--- config.mk ---
export PLATFORM = sky130hd
export DESIGN_NAME = accel_status_data_regs
export DESIGN_NICKNAME = d
export VERILOG_FILES = /design/src/accel_status_data_regs.v /design/src/address_pointer.v /design/src/axis_sample.v
export VERILOG_INCLUDE_DIRS = /design/src
export SDC_FILE = /design/constraint.sdc
export NUM_CORES = 1
export LEC_CHECK = 0
export ABC_AREA = 0
export BUFFER_PORTS_ARGS = -buffer_cell sky130_fd_sc_hd__buf_2
export CELL_PAD_IN_SITES_DETAIL_PLACEMENT = 1
export CELL_PAD_IN_SITES_GLOBAL_PLACEMENT = 2
export CORE_ASPECT_RATIO = 0.5
export CORE_MARGIN = 2
export CORE_UTILIZATION = 36
export CTS_CLUSTER_DIAMETER = 150
export DETAILED_ROUTE_END_ITERATION = 10
export PLACE_DENSITY_LB_ADDON = 0.05
export SLEW_MARGIN = 15
export SYNTH_ARGS = -nofsm -noshare
export SYNTH_HDL_FRONTEND = slang
export SYNTH_HIERARCHICAL = 1
export SYNTH_SLANG_ARGS = --single-unit
--- constraint.sdc ---
create_clock -name clk -period 2.55 [get_ports clk]
set_input_delay 0.51 -clock clk [delete_from_list [all_inputs] [get_ports clk]]
set_output_delay 0.51 -clock clk [all_outputs]
set_load 0.01 [all_outputs]
--- src/accel_regs.vh ---
// Register offsets, field positions, reset values and link codes for the accelerometer register bank.
`ifndef ACCEL_REGS_VH
`define ACCEL_REGS_VH
`define ADDR_SAMPLE_STATUS  7'h00
`define ADDR_X_HIGH         7'h01
`define ADDR_X_LOW          7'h02
`define ADDR_Y_HIGH         7'h03
`define ADDR_Y_LOW          7'h04
`define ADDR_Z_HIGH         7'h05
`define ADDR_Z_LOW          7'h06
`define ADDR_FIFO_SETUP     7'h09
`define ADDR_ID_LINK        7'h0D
`define ADDR_JOLT_THRESHOLD 7'h1F
`define ADDR_JOLT_DEBOUNCE  7'h20
`define ADDR_TAP_CONFIG     7'h21
`define ADDR_TAP_SOURCE     7'h22
`define ADDR_TAP_THR_X      7'h23
`define ADDR_TAP_THR_Y      7'h24
`define ADDR_TAP_THR_Z      7'h25
`define ADDR_TAP_TIME_LIMIT 7'h26
`define ADDR_TAP_LATENCY    7'h27
`define ADDR_TAP_WINDOW     7'h28
`define ADDR_SLEEP_COUNTER  7'h29
`define ADDR_CONTROL_ONE    7'h2A
`define ADDR_CONTROL_TWO    7'h2B
`define ADDR_CONTROL_THREE  7'h2C
`define ADDR_IRQ_ENABLE     7'h2D
`define ADDR_IRQ_PIN_MAP    7'h2E
`define ADDR_X_OFFSET       7'h2F
`define ADDR_Y_OFFSET       7'h30
`define ADDR_Z_OFFSET       7'h31
`define ADDR_RESERVED_BASE  7'h40
`define RESET_BYTE          8'h00
`define BIT_ACTIVE          0
`define BIT_FAST_READ       1
`define BIT_SOFT_RESET      6
`define BIT_FIFO_MODE_HI    7
`define BIT_FIFO_MODE_LO    6
`define DEBOUNCE_JOLT       2'h0
`define DEBOUNCE_TAP_X      2'h1
`define DEBOUNCE_TAP_Y      2'h2
`endif

--- src/accel_status_data_regs.v ---
// Accelerometer register bank: status, sample data, retention and write permission.
`timescale 1ns/1ps
`include "accel_regs.vh"
// Function
// - Retained registers keep contents when going from active to standby.
// - Status and output registers reset when going from standby to active.
// - Jolt threshold and count and X/Y tap threshold registers writable anytime (Z tap threshold only in standby); each write restarts its debounce counter.
// - Configuration writes only in standby, except active bit and soft-reset bit.
// - Address auto-increments only on burst reads; stop clears stored address.
// - Addresses 0x40 and up read zero and ignore writes.
// - Burst follows the next-address table; after 0x31 comes 0x0D.
// - FIFO mode zero shows data status at 0x00, else FIFO status.
// - Fast-read skips low data bytes; otherwise all six bytes in order.
// - Combined overwrite sets on any overwrite, clears after all three high bytes read.
// - Axis overwrite sets on new sample before read, clears on high-byte read.
// - Combined ready sets on any new sample, clears after all three high bytes read.
// - Axis ready sets on new sample, clears on high-byte read.
// - Six output registers give 14-bit two's complement samples as high/low pairs.
// - FIFO off shows current sample; FIFO on shows FIFO head.
// - Low byte read right after high byte gives the same sample.
// - Status plus three axes read in 7 bytes, 4 with fast-read.
module accel_status_data_regs #(
   parameter WIDTH = 14
) (
   // Clock and reset
   input  wire             clk,
   input  wire             srst,
   // Register access from the serial front end
   input  wire             addr_load,
   input  wire [6:0]       addr_value,
   input  wire             wr_en,
   input  wire [7:0]       wr_data,
   input  wire             rd_en,
   input  wire             bus_stop,
   output reg  [7:0]       rd_data,
   // Sample arrival from the conversion path
   input  wire             x_valid,
   input  wire             y_valid,
   input  wire             z_valid,
   input  wire [WIDTH-1:0] x_data,
   input  wire [WIDTH-1:0] y_data,
   input  wire [WIDTH-1:0] z_data,
   // FIFO head and status from the FIFO engine, and the tap source byte
   input  wire [WIDTH-1:0] fifo_x,
   input  wire [WIDTH-1:0] fifo_y,
   input  wire [WIDTH-1:0] fifo_z,
   input  wire [7:0]       fifo_status,
   input  wire [7:0]       tap_source_in,
   // Configuration outputs
   output reg  [7:0]       fifo_setup,
   output reg  [7:0]       control_one,
   output reg  [7:0]       control_two,
   output reg  [2:0]       debounce_restart,
   output reg              tap_z_restart,
   output reg              tap_config_out
);
   reg  [7:0] jolt_threshold;
   reg  [7:0] jolt_debounce;
   reg  [7:0] tap_config;
   reg  [7:0] tap_threshold_x;
   reg  [7:0] tap_threshold_y;
   reg  [7:0] tap_threshold_z;
   reg  [7:0] tap_time_limit;
   reg  [7:0] tap_latency;
   reg  [7:0] tap_window;
   reg  [7:0] sleep_counter;
   reg  [7:0] control_three;
   reg  [7:0] irq_enable;
   reg  [7:0] irq_pin_map;
   reg  [7:0] x_offset_trim;
   reg  [7:0] y_offset_trim;
   reg  [7:0] z_offset_trim;
   reg        any_axis_overwrite;
   reg        any_axis_ready;
   reg  [2:0] high_seen;
   reg        active_q;
   wire [6:0] addr;
   wire       standby;
   wire       fifo_on;
   wire       going_active;
   wire       fast_read;
   wire [2:0] high_rd;
   wire [2:0] new_sample;
   wire [WIDTH-1:0] x_sample;
   wire [WIDTH-1:0] y_sample;
   wire [WIDTH-1:0] z_sample;
   wire [WIDTH-9:0] x_low;
   wire [WIDTH-9:0] y_low;
   wire [WIDTH-9:0] z_low;
   wire       x_ready;
   wire       y_ready;
   wire       z_ready;
   wire       x_overwrite;
   wire       y_overwrite;
   wire       z_overwrite;
   reg  [WIDTH-1:0] x_head;
   reg  [WIDTH-1:0] y_head;
   reg  [WIDTH-1:0] z_head;
   reg  [7:0] next_rd_data;
   reg  [2:0] next_high_seen;

   assign standby      = ~control_one[`BIT_ACTIVE];
   assign fifo_on      = fifo_setup[`BIT_FIFO_MODE_HI] | fifo_setup[`BIT_FIFO_MODE_LO];
   assign fast_read    = control_one[`BIT_FAST_READ];
   assign going_active = control_one[`BIT_ACTIVE] & ~active_q;
   assign new_sample   = {z_valid, y_valid, x_valid} & {3{~standby}};
   assign high_rd[0]   = rd_en && (addr == `ADDR_X_HIGH);
   assign high_rd[1]   = rd_en && (addr == `ADDR_Y_HIGH);
   assign high_rd[2]   = rd_en && (addr == `ADDR_Z_HIGH);

   address_pointer u_pointer (
      .clk       (clk),
      .srst      (srst),
      .load      (addr_load),
      .load_addr (addr_value),
      .advance   (rd_en),
      .stop      (bus_stop),
      .fast_read (fast_read),
      .addr      (addr)
   );

   axis_sample #(.WIDTH(WIDTH)) u_x (
      .clk          (clk),
      .srst         (srst),
      .clear        (going_active),
      .sample_valid (new_sample[0]),
      .sample_data  (x_data),
      .high_read    (high_rd[0]),
      .low_source   (x_head[WIDTH-9:0]),
      .sample       (x_sample),
      .low_latch    (x_low),
      .ready        (x_ready),
      .overwrite    (x_overwrite)
   );

   axis_sample #(.WIDTH(WIDTH)) u_y (
      .clk          (clk),
      .srst         (srst),
      .clear        (going_active),
      .sample_valid (new_sample[1]),
      .sample_data  (y_data),
      .high_read    (high_rd[1]),
      .low_source   (y_head[WIDTH-9:0]),
      .sample       (y_sample),
      .low_latch    (y_low),
      .ready        (y_ready),
      .overwrite    (y_overwrite)
   );

   axis_sample #(.WIDTH(WIDTH)) u_z (
      .clk          (clk),
      .srst         (srst),
      .clear        (going_active),
      .sample_valid (new_sample[2]),
      .sample_data  (z_data),
      .high_read    (high_rd[2]),
      .low_source   (z_head[WIDTH-9:0]),
      .sample       (z_sample),
      .low_latch    (z_low),
      .ready        (z_ready),
      .overwrite    (z_overwrite)
   );

   // Data source follows the FIFO mode; the FIFO head low bits are latched on the high read.
   always @* begin
      x_head = fifo_on ? fifo_x : x_sample;
      y_head = fifo_on ? fifo_y : y_sample;
      z_head = fifo_on ? fifo_z : z_sample;
   end

   // Tracks which high bytes were read since the last new sample.
   always @* begin
      next_high_seen = high_seen | high_rd;
      if (|new_sample) begin
         next_high_seen = high_rd;
      end
   end

   // Read data mux.
   always @* begin
      next_rd_data = 8'h00;
      case (addr)
         `ADDR_SAMPLE_STATUS: begin
            if (fifo_on) begin
               next_rd_data = fifo_status;
            end else begin
               next_rd_data = {any_axis_overwrite, z_overwrite, y_overwrite, x_overwrite,
                               any_axis_ready, z_ready, y_ready, x_ready};
            end
         end
         `ADDR_X_HIGH:         next_rd_data = x_head[WIDTH-1:WIDTH-8];
         `ADDR_X_LOW:          next_rd_data = {x_low, 2'b00};
         `ADDR_Y_HIGH:         next_rd_data = y_head[WIDTH-1:WIDTH-8];
         `ADDR_Y_LOW:          next_rd_data = {y_low, 2'b00};
         `ADDR_Z_HIGH:         next_rd_data = z_head[WIDTH-1:WIDTH-8];
         `ADDR_Z_LOW:          next_rd_data = {z_low, 2'b00};
         `ADDR_FIFO_SETUP:     next_rd_data = fifo_setup;
         `ADDR_JOLT_THRESHOLD: next_rd_data = jolt_threshold;
         `ADDR_JOLT_DEBOUNCE:  next_rd_data = jolt_debounce;
         `ADDR_TAP_CONFIG:     next_rd_data = tap_config;
         `ADDR_TAP_SOURCE:     next_rd_data = tap_source_in;
         `ADDR_TAP_THR_X:      next_rd_data = tap_threshold_x;
         `ADDR_TAP_THR_Y:      next_rd_data = tap_threshold_y;
         `ADDR_TAP_THR_Z:      next_rd_data = tap_threshold_z;
         `ADDR_TAP_TIME_LIMIT: next_rd_data = tap_time_limit;
         `ADDR_TAP_LATENCY:    next_rd_data = tap_latency;
         `ADDR_TAP_WINDOW:     next_rd_data = tap_window;
         `ADDR_SLEEP_COUNTER:  next_rd_data = sleep_counter;
         `ADDR_CONTROL_ONE:    next_rd_data = control_one;
         `ADDR_CONTROL_TWO:    next_rd_data = control_two;
         `ADDR_CONTROL_THREE:  next_rd_data = control_three;
         `ADDR_IRQ_ENABLE:     next_rd_data = irq_enable;
         `ADDR_IRQ_PIN_MAP:    next_rd_data = irq_pin_map;
         `ADDR_X_OFFSET:       next_rd_data = x_offset_trim;
         `ADDR_Y_OFFSET:       next_rd_data = y_offset_trim;
         `ADDR_Z_OFFSET:       next_rd_data = z_offset_trim;
         default:              next_rd_data = 8'h00;
      endcase
   end

   always @(posedge clk) begin
      if (srst) begin
         rd_data            <= 8'h00;
         active_q           <= 1'b0;
         any_axis_overwrite <= 1'b0;
         any_axis_ready     <= 1'b0;
         high_seen          <= 3'h0;
      end else begin
         if (rd_en) begin
            rd_data <= next_rd_data;
         end
         active_q <= control_one[`BIT_ACTIVE];
         if (going_active) begin
            any_axis_overwrite <= 1'b0;
            any_axis_ready     <= 1'b0;
            high_seen          <= 3'h0;
         end else begin
            high_seen <= next_high_seen;
            if (|(new_sample & {z_ready, y_ready, x_ready})) begin
               any_axis_overwrite <= 1'b1;
            end else if (&next_high_seen) begin
               any_axis_overwrite <= 1'b0;
            end
            if (|new_sample) begin
               any_axis_ready <= 1'b1;
            end else if (&next_high_seen) begin
               any_axis_ready <= 1'b0;
            end
         end
      end
   end

   // Writable registers; nothing here is touched by a mode change.
   always @(posedge clk) begin
      if (srst || (wr_en && addr == `ADDR_CONTROL_TWO && wr_data[`BIT_SOFT_RESET])) begin
         fifo_setup      <= `RESET_BYTE;
         jolt_threshold  <= `RESET_BYTE;
         jolt_debounce   <= `RESET_BYTE;
         tap_config      <= `RESET_BYTE;
         tap_threshold_x <= `RESET_BYTE;
         tap_threshold_y <= `RESET_BYTE;
         tap_threshold_z <= `RESET_BYTE;
         tap_time_limit  <= `RESET_BYTE;
         tap_latency     <= `RESET_BYTE;
         tap_window      <= `RESET_BYTE;
         sleep_counter   <= `RESET_BYTE;
         control_one     <= `RESET_BYTE;
         control_two     <= `RESET_BYTE;
         control_three   <= `RESET_BYTE;
         irq_enable      <= `RESET_BYTE;
         irq_pin_map     <= `RESET_BYTE;
         x_offset_trim   <= `RESET_BYTE;
         y_offset_trim   <= `RESET_BYTE;
         z_offset_trim   <= `RESET_BYTE;
         debounce_restart <= 3'h0;
         tap_z_restart   <= 1'b0;
         tap_config_out  <= 1'b0;
      end else begin
         debounce_restart <= 3'h0;
         tap_z_restart    <= 1'b0;
         tap_config_out   <= tap_config[0];
         if (wr_en) begin
            case (addr)
               `ADDR_JOLT_THRESHOLD: begin
                  jolt_threshold <= wr_data;
                  debounce_restart[`DEBOUNCE_JOLT] <= 1'b1;
               end
               `ADDR_JOLT_DEBOUNCE: begin
                  jolt_debounce <= wr_data;
                  debounce_restart[`DEBOUNCE_JOLT] <= 1'b1;
               end
               `ADDR_TAP_THR_X: begin
                  tap_threshold_x <= wr_data;
                  debounce_restart[`DEBOUNCE_TAP_X] <= 1'b1;
               end
               `ADDR_TAP_THR_Y: begin
                  tap_threshold_y <= wr_data;
                  debounce_restart[`DEBOUNCE_TAP_Y] <= 1'b1;
               end
               `ADDR_CONTROL_ONE: begin
                  if (standby) begin
                     control_one <= wr_data;
                  end else begin
                     control_one[`BIT_ACTIVE] <= wr_data[`BIT_ACTIVE];
                  end
               end
               `ADDR_FIFO_SETUP:     if (standby) fifo_setup <= wr_data;
               `ADDR_TAP_CONFIG:     if (standby) tap_config <= wr_data;
               `ADDR_TAP_THR_Z: begin
                  if (standby) begin
                     tap_threshold_z <= wr_data;
                     tap_z_restart   <= 1'b1;
                  end
               end
               `ADDR_TAP_TIME_LIMIT: if (standby) tap_time_limit <= wr_data;
               `ADDR_TAP_LATENCY:    if (standby) tap_latency <= wr_data;
               `ADDR_TAP_WINDOW:     if (standby) tap_window <= wr_data;
               `ADDR_SLEEP_COUNTER:  if (standby) sleep_counter <= wr_data;
               `ADDR_CONTROL_TWO:    if (standby) control_two <= wr_data;
               `ADDR_CONTROL_THREE:  if (standby) control_three <= wr_data;
               `ADDR_IRQ_ENABLE:     if (standby) irq_enable <= wr_data;
               `ADDR_IRQ_PIN_MAP:    if (standby) irq_pin_map <= wr_data;
               `ADDR_X_OFFSET:       if (standby) x_offset_trim <= wr_data;
               `ADDR_Y_OFFSET:       if (standby) y_offset_trim <= wr_data;
               `ADDR_Z_OFFSET:       if (standby) z_offset_trim <= wr_data;
               default: begin
                  tap_z_restart <= 1'b0;
               end
            endcase
         end
      end
   end
endmodule

--- src/address_pointer.v ---
// Burst address pointer with next-address table and fast-read skipping.
`timescale 1ns/1ps
`include "accel_regs.vh"
module address_pointer (
   // Clock and reset
   input  wire       clk,
   input  wire       srst,
   // Bus events
   input  wire       load,
   input  wire [6:0] load_addr,
   input  wire       advance,
   input  wire       stop,
   input  wire       fast_read,
   // Pointer
   output reg  [6:0] addr
);
   reg [6:0] next_addr;
   always @* begin
      case (addr)
         `ADDR_SAMPLE_STATUS: next_addr = `ADDR_X_HIGH;
         `ADDR_X_HIGH:        next_addr = fast_read ? `ADDR_Y_HIGH : `ADDR_X_LOW;
         `ADDR_Y_HIGH:        next_addr = fast_read ? `ADDR_Z_HIGH : `ADDR_Y_LOW;
         `ADDR_Z_HIGH:        next_addr = fast_read ? `ADDR_SAMPLE_STATUS : `ADDR_Z_LOW;
         `ADDR_Z_LOW:         next_addr = `ADDR_SAMPLE_STATUS;
         `ADDR_Z_OFFSET:      next_addr = `ADDR_ID_LINK;
         default:             next_addr = addr + 7'h01;
      endcase
   end
   always @(posedge clk) begin
      if (srst || stop) begin
         addr <= 7'h00;
      end else if (load) begin
         addr <= load_addr;
      end else if (advance) begin
         addr <= next_addr;
      end
   end
endmodule

--- src/axis_sample.v ---
// One axis: sample capture, high-byte read latch, ready and overwrite flags.
`timescale 1ns/1ps
module axis_sample #(
   parameter WIDTH = 14
) (
   // Clock and reset
   input  wire             clk,
   input  wire             srst,
   input  wire             clear,
   // Sample arrival
   input  wire             sample_valid,
   input  wire [WIDTH-1:0] sample_data,
   // High-byte read strobe and the low bits it freezes
   input  wire             high_read,
   input  wire [WIDTH-9:0] low_source,
   // State
   output reg  [WIDTH-1:0] sample,
   output reg  [WIDTH-9:0] low_latch,
   output reg              ready,
   output reg              overwrite
);
   always @(posedge clk) begin
      if (srst || clear) begin
         sample    <= {WIDTH{1'b0}};
         low_latch <= {(WIDTH-8){1'b0}};
         ready     <= 1'b0;
         overwrite <= 1'b0;
      end else begin
         if (sample_valid) begin
            sample <= sample_data;
         end
         // Reading the high byte freezes the low bits so the pair stays one sample.
         if (high_read) begin
            low_latch <= low_source;
         end
         ready     <= sample_valid | (ready & ~high_read);
         overwrite <= (sample_valid & ready) | (overwrite & ~high_read);
      end
   end
endmodule

# --- After elaboration in Yosys (flattened, before gate mapping) ---
# Index checks and enable logic that the tools add are counted.
word_totals:
  elab_cells: 153
  out_inout_bits: 37
  ram_bits: 0
  reg_bits: 244
  n_memories: 0
  inputBits: 124
  rom_bits: 0
  latchBits: 0
classes:
  n_shift: 0
  muxes: 19
  add_sub_neg: 1
  n_mul: 0
  div: 0
  eq_ne: 26
  magnitude_cmp: 0
  bitwise_logic: 27
  n_reduce_logical: 39
op_table:
  columns: ["cell", "n"]
  rows:
  - ["one-hot mux 8 bit (27 select lines)", 1]
  - ["== test 7 x 6 -> 1 bit (second input constant)", 18]
  - ["AND reduction 3 bit", 16]
  - ["two-way mux 14 bit", 3]
  - ["one-hot mux 7 bit (6 select lines)", 1]
  - ["== test 7 x 3 -> 1 bit (second input constant)", 3]
  - ["== test 7 x 2 -> 1 bit (second input constant)", 2]
  - ["two-way mux 7 bit", 2]
  - ["bitwise AND 1 bit", 10]
  - ["AND reduction 2 bit", 5]
  - ["two-way mux 1 bit", 9]
  - ["OR reduction 3 bit", 3]
  - ["two-way mux 8 bit", 1]
  - ["adder 7 x 1 -> 7 bit (second input constant)", 1]
  - ["== test 7 x 1 -> 1 bit (second input constant)", 1]
  - ["== test 7 x 4 -> 1 bit (second input constant)", 1]
  - ["== test 7 x 5 -> 1 bit (second input constant)", 1]
  - ["logical NOT 7 bit", 1]
  - ["NOT 1 bit", 7]
  - ["OR 1 bit", 7]
  - ["bitwise AND 3 bit", 2]
  - ["two-way mux 3 bit", 2]
  - ["nonzero test 2 bit", 3]
  - ["OR reduction 2 bit", 3]
  - ["other kinds (3)", 9]

# --- Longest topological paths before layout ---
logic_depth:
  ltp_word: 7
  mapped_depth: 10
  mapped_depth_nobuf: 6

# --- By module ---
# Netlist, hierarchy kept.
modules_own_cells:
  columns: ["module", "cells_each", "area_each_um2", "instances", "seq_area_each_um2"]
  rows:
  - ["accel_status_data_regs", 1062, 9059.9, 1, 3423.3]
  - ["axis_sample", 74, 813.3, 3, 440.4]
  - ["address_pointer", 75, 629.4, 1, 140.1]

# --- Worst setup path before layout ---
# Ideal clock, no wire load.
synth_path:
  path_type: "register -> register"
  from: "register u_pointer.addr[4]"
  to: "register rd_data[2]"
  setup_ps: 144
  setup_slack_ps: 553
  required_ps: 2406
  period_less_slack_ps: 1997
  t_arrival_ps: 1853
  path_stages_with_launch: 10
  cell_sequence: "dfxtp_1 > buf_6 > buf_2 > nor2_1 > and2_1 > buf_2 > a22oi_1 > o21ai_0 > a2111oi_0 > a311oi_1"
synth_via:
  elab_chain_len: 2
  elab_cells_between_ends: 28
  classes_between: "26 x eq/ne; 1 x mux; 1 x reduce/logical"
synth_rtl:
  columns: ["element", "line", "rtl"]
  rows:
  - ["from (decl)", "address_pointer.v:15", "output reg [6:0] addr"]
  - ["from (signal assigned)", "address_pointer.v:33", "addr <= load_addr;"]
  - ["from (signal assigned)", "address_pointer.v:35", "addr <= next_addr;"]
  - ["== test 7 x 6 -> 1 bit, or another cell as far along", "accel_status_data_regs.v:182", "case (addr)"]
  - ["one-hot mux 8 bit (27 select lines) (*)", "accel_status_data_regs.v:182", null]
  - ["to (signal assigned)", "accel_status_data_regs.v:230", "rd_data <= next_rd_data;"]
  - ["to (decl)", "accel_status_data_regs.v:35", "output reg [7:0] rd_data,"]
# Mark *: on every way between the ends. The rest lies on a longest branch, timed or not.
# A chain may end at the register's enable or synchronous reset.

# --- Worst setup path in the final report ---
layout_path:
  from: "register u_pointer.addr[4]"
  to: "register rd_data[5]"
# Same word-level chain as after synthesis.

==> impl_results.md <==
- Post-synthesis sequential element count: 244
- Wl on met1: 25.3 mm
- Share of the synthesized area in the top cell type: 0.403
- Synth area leaders: dfxtp_1 (40%), mux2i_1 (17%), nor2_1 (6.7%)
- Power Density: 582 nW/um^2
- Met3 wire length: 3.89 mm
- Maximum clock frequency: 0.399 GHz
- Clock slew at the register clock pins of the worst setup and hold paths: 70 ps
- Clock Skews: 20.6 ps
- Number of max-cap violations: 0
- Classification of the worst-slack hold path: input pin to flip-flop
- Slew @ Worst Pin: 853 ps
- Area growth from synthesis to final layout: 19.8%
- Leading area contributor after synthesis: dfxtp_1
- Critical setup path kind: flip-flop to flip-flop
- Fraction of the yosys area taken by sequential cells: 0.403
- Warnings from Yosys: 6
- H-tree depth: 1
- Result of the run: finished clean
- Count of input and output buffers: 160
- Smallest setup slack after layout: 42.0 ps
- Nets: 1653
- Mean routed wirelength per cell: 26.0 um
- Uppermost layer routed: met4
- Via count of the first global-routing pass: 11200
- Worst path required time: 3030 ps
- Gp weighted congestion: 0.978
- Die extent in x: 264 um
- Clk Latency, worst-skew pair: 570 ps
- Global-route usage over all layers: 0.289
- Placement Setup Slack: -54.1 ps
- Gate Count Post-Synth: 1359
- Total core area: 33100 um^2
- Average size of a mapped cell: 8.93 um^2
- Total leakage power: 6.02 nW
- R2r endpoint: rd_data[5]$_SDFFE_PP0P_
- Routed vias/inst: 5.61
- Count of pins over their slew limit: 0
- Cell area after synthesis: 12100 um^2
- CTS tree: done
- Detailed-route via count: 11100
- Share of async-settable or async-resettable flops after synthesis: 0
- Number of rows created at floorplan: 47
- Height of the die: 134 um
- Max Fanout on Critical Path: 9
- Overall Power: 8.46 mW
- Synth Net Count: 1487
- Final cycle utilization of the critical path: 0.984
- Number of stages on the worst hold path: 3
- Data arrival, critical path: 2980 ps
- Setup slack, reg-to-reg: 40 ps
- Hold Crit Endpoint: u_x/sample[7]$_SDFFE_PP0P_
- Root Driver: clkbuf_16
- Beginning of the worst hold path: x_data[7]
- DRC violations left: 0
- Final Routed Wirelength: 51.6 mm
- Iteration-0 DRC Markers: 837
- Setup repair after global routing missed its margin: no
- Gr ovfl total: 0
- Routed length on met2: 21.6 mm
- Number of top-level design ports: 161
- Main flop type after synthesis: dfxtp_1
- Maximum resistive drop on vdd: 0.000404 V
- Number of clock sinks: 244
- Layout cells sized above 1: 0.230
- Maximum number of pins on one net before global-route repair: 43
- TritonCTS Buffers: 25
- Initial antenna violation count: 0
- EDFF count, synth: 0
- Hold slack final: 193 ps
- Number of hold violations in the final report: 0
- Number of failing setup endpoints in the final timing report: 0
- Starting utilization of the core area: 0.366
- Wire length of the first global-routing pass: 75.7 mm
- Crit. End Element: flip-flop
- Clock buffer depth: 3
- Cts-stage hold buffer count: 0
- Final ANT Viol Nets: 0
- Die Area: 35300 um^2
- Yosys cell types: 90
- Number of detailed-routing iterations run before antenna repair: 5
- Reg2reg start: u_pointer/addr[4]$_SDFFE_PP0P_
- Depth of the worst register-to-register path: 6
- DPL Wire Length: 38.1 mm
- Minimum clock period after layout: 2510 ps
- Slew headroom: 0.426
- Startpoint Class: flip-flop
- Registers with the highest flip-flop counts: u_x/sample (14), u_y/sample (14), u_z/sample (14)
==> per-layer routing <==
layer | global-route usage | vias to the layer above
li1 | - | 5121
met1 | 0.424 | 5630
met2 | 0.430 | 328
met3 | 0.0745 | 55
met4 | 0.0479 | 0
met5 | 0 | -
==> cells in the mapped netlist (9+ instances only) <==
master    number
clkbuf_1      34
dfxtp_1      244
nor2_1       217
buf_4         27
a21oi_1       62
inv_1         20
and3_1        13
mux2i_1      211
buf_6         15
nor3_1        12
nand3_1       54
nand4_1        9
nand2_1      152
buf_2         32
a22o_1        12
a22oi_1       16
a32oi_1       11
mux2_2        19
o21ai_0       19
==> cell type report <==
type	instances	area (um^2)
fillers	3883	18600
multi-input cells	982	6480
flip-flops and latches	244	4890
repair buffers	252	1650
clock buffers	35	723
well taps	441	552
clock inverters	11	153
inverters	20	75.1
diodes	1	2.50
==> cell usage in the layout, fill, tap and decap left out, types with 6 or more instances in the layout <==
cell type	Yosys	routed
a31oi_1	7	7
mux2_2	19	19
inv_1	20	20
a22oi_1	16	16
nor4_1	7	7
clkbuf_16	0	25
nor3_1	12	12
a22o_1	12	12
buf_2	32	160
a32o_1	6	6
nor2b_1	7	7
a32oi_1	11	11
o21ai_0	19	17
buf_12	3	13
and2_1	8	8
nand3_1	54	54
nand4_1	9	9
nor2_1	217	216
mux2i_1	211	210
clkbuf_8	0	6
nand2_1	152	152
o21ai_1	6	8
a21oi_1	62	62
dfxtp_1	244	242
nand3_2	6	6
buf_4	27	79
and3_1	13	13
o22ai_1	6	6
nand2b_1	8	8
a311oi_1	8	8
==> worst max-delay path, cell delays in order, from the launching register on <==
cell and delay (ps):
dfxtp_1 420, buf_4 200, or3_1 480, buf_4 210, o311ai_0 670, a2111oi_0 150
a311oi_1 300
==> repair_timing <==
| action | in CTS | in global routing |
|---|---|---|
| gates cloned | 0 | 0 |
| setup buffers | 0 | 0 |
| resized for setup | 1 | 4 |
| setup endpoints to repair | 1 | 2 |
==> through the flow <==
stage | util | cell area, um^2 | cells | setup TNS, ps
floorplan | - | 12100 | 1359 | 0
global placement | 0.412 | 13600 | 1939 | 0
detailed placement | 0.412 | 13600 | 1939 | -54.1
CTS | 0.438 | 14500 | 1985 | 0
global route | 0.439 | 14500 | 1985 | 0
finish | 0.439 | 14500 | 1986 | 0
==> logic make-up (layout without fill, tap and decap cells) <==
logic type / after synthesis / count (layout) / synth area share
AND/OR/NAND/NOR: 536 / 536 / 0.209
flip-flops: 244 / 244 / 0.403
multiplexers: 233 / 233 / 0.197
AO/OA/AOI/OAI: 205 / 205 / 0.118
buffers and inverters: 133 / 318 / 0.0661
adder cells (fa/ha/maj): 4 / 4 / 0.00413
XOR/XNOR: 4 / 4 / 0.00289
other: 0 / 1 / 0
==> power by group <==
group	switching (mW)	internal [mW]	leakage (nW)	total [mW]
sequential	0.0171	3.82	1.97	3.84
combinational	0.409	0.214	3.63	0.623
clock	1.70	2.30	0.424	4.00
total	2.13	6.33	6.02	8.46
==> worst max-delay path by stage <==
stage,startpoint,endpoint,slack (ps),cells past startpoint
after floorplan,u_pointer/addr[4]$_SDFFE_PP0P_,rd_data[2]$_SDFFE_PP0P_,550,9
after global placement,fifo_setup[7]$_SDFFE_PP0P_,rd_data[4]$_SDFFE_PP0P_,40,7
after detailed placement,fifo_setup[7]$_SDFFE_PP0P_,rd_data[4]$_SDFFE_PP0P_,-50,7
after CTS,fifo_setup[7]$_SDFFE_PP0P_,rd_data[4]$_SDFFE_PP0P_,90,7
after global routing,u_pointer/addr[2]$_SDFFE_PP0P_,rd_data[2]$_SDFFE_PP0P_,6,7
final,u_pointer/addr[4]$_SDFFE_PP0P_,rd_data[5]$_SDFFE_PP0P_,40,6
Note: power is estimated with default switching activity, not from simulation.
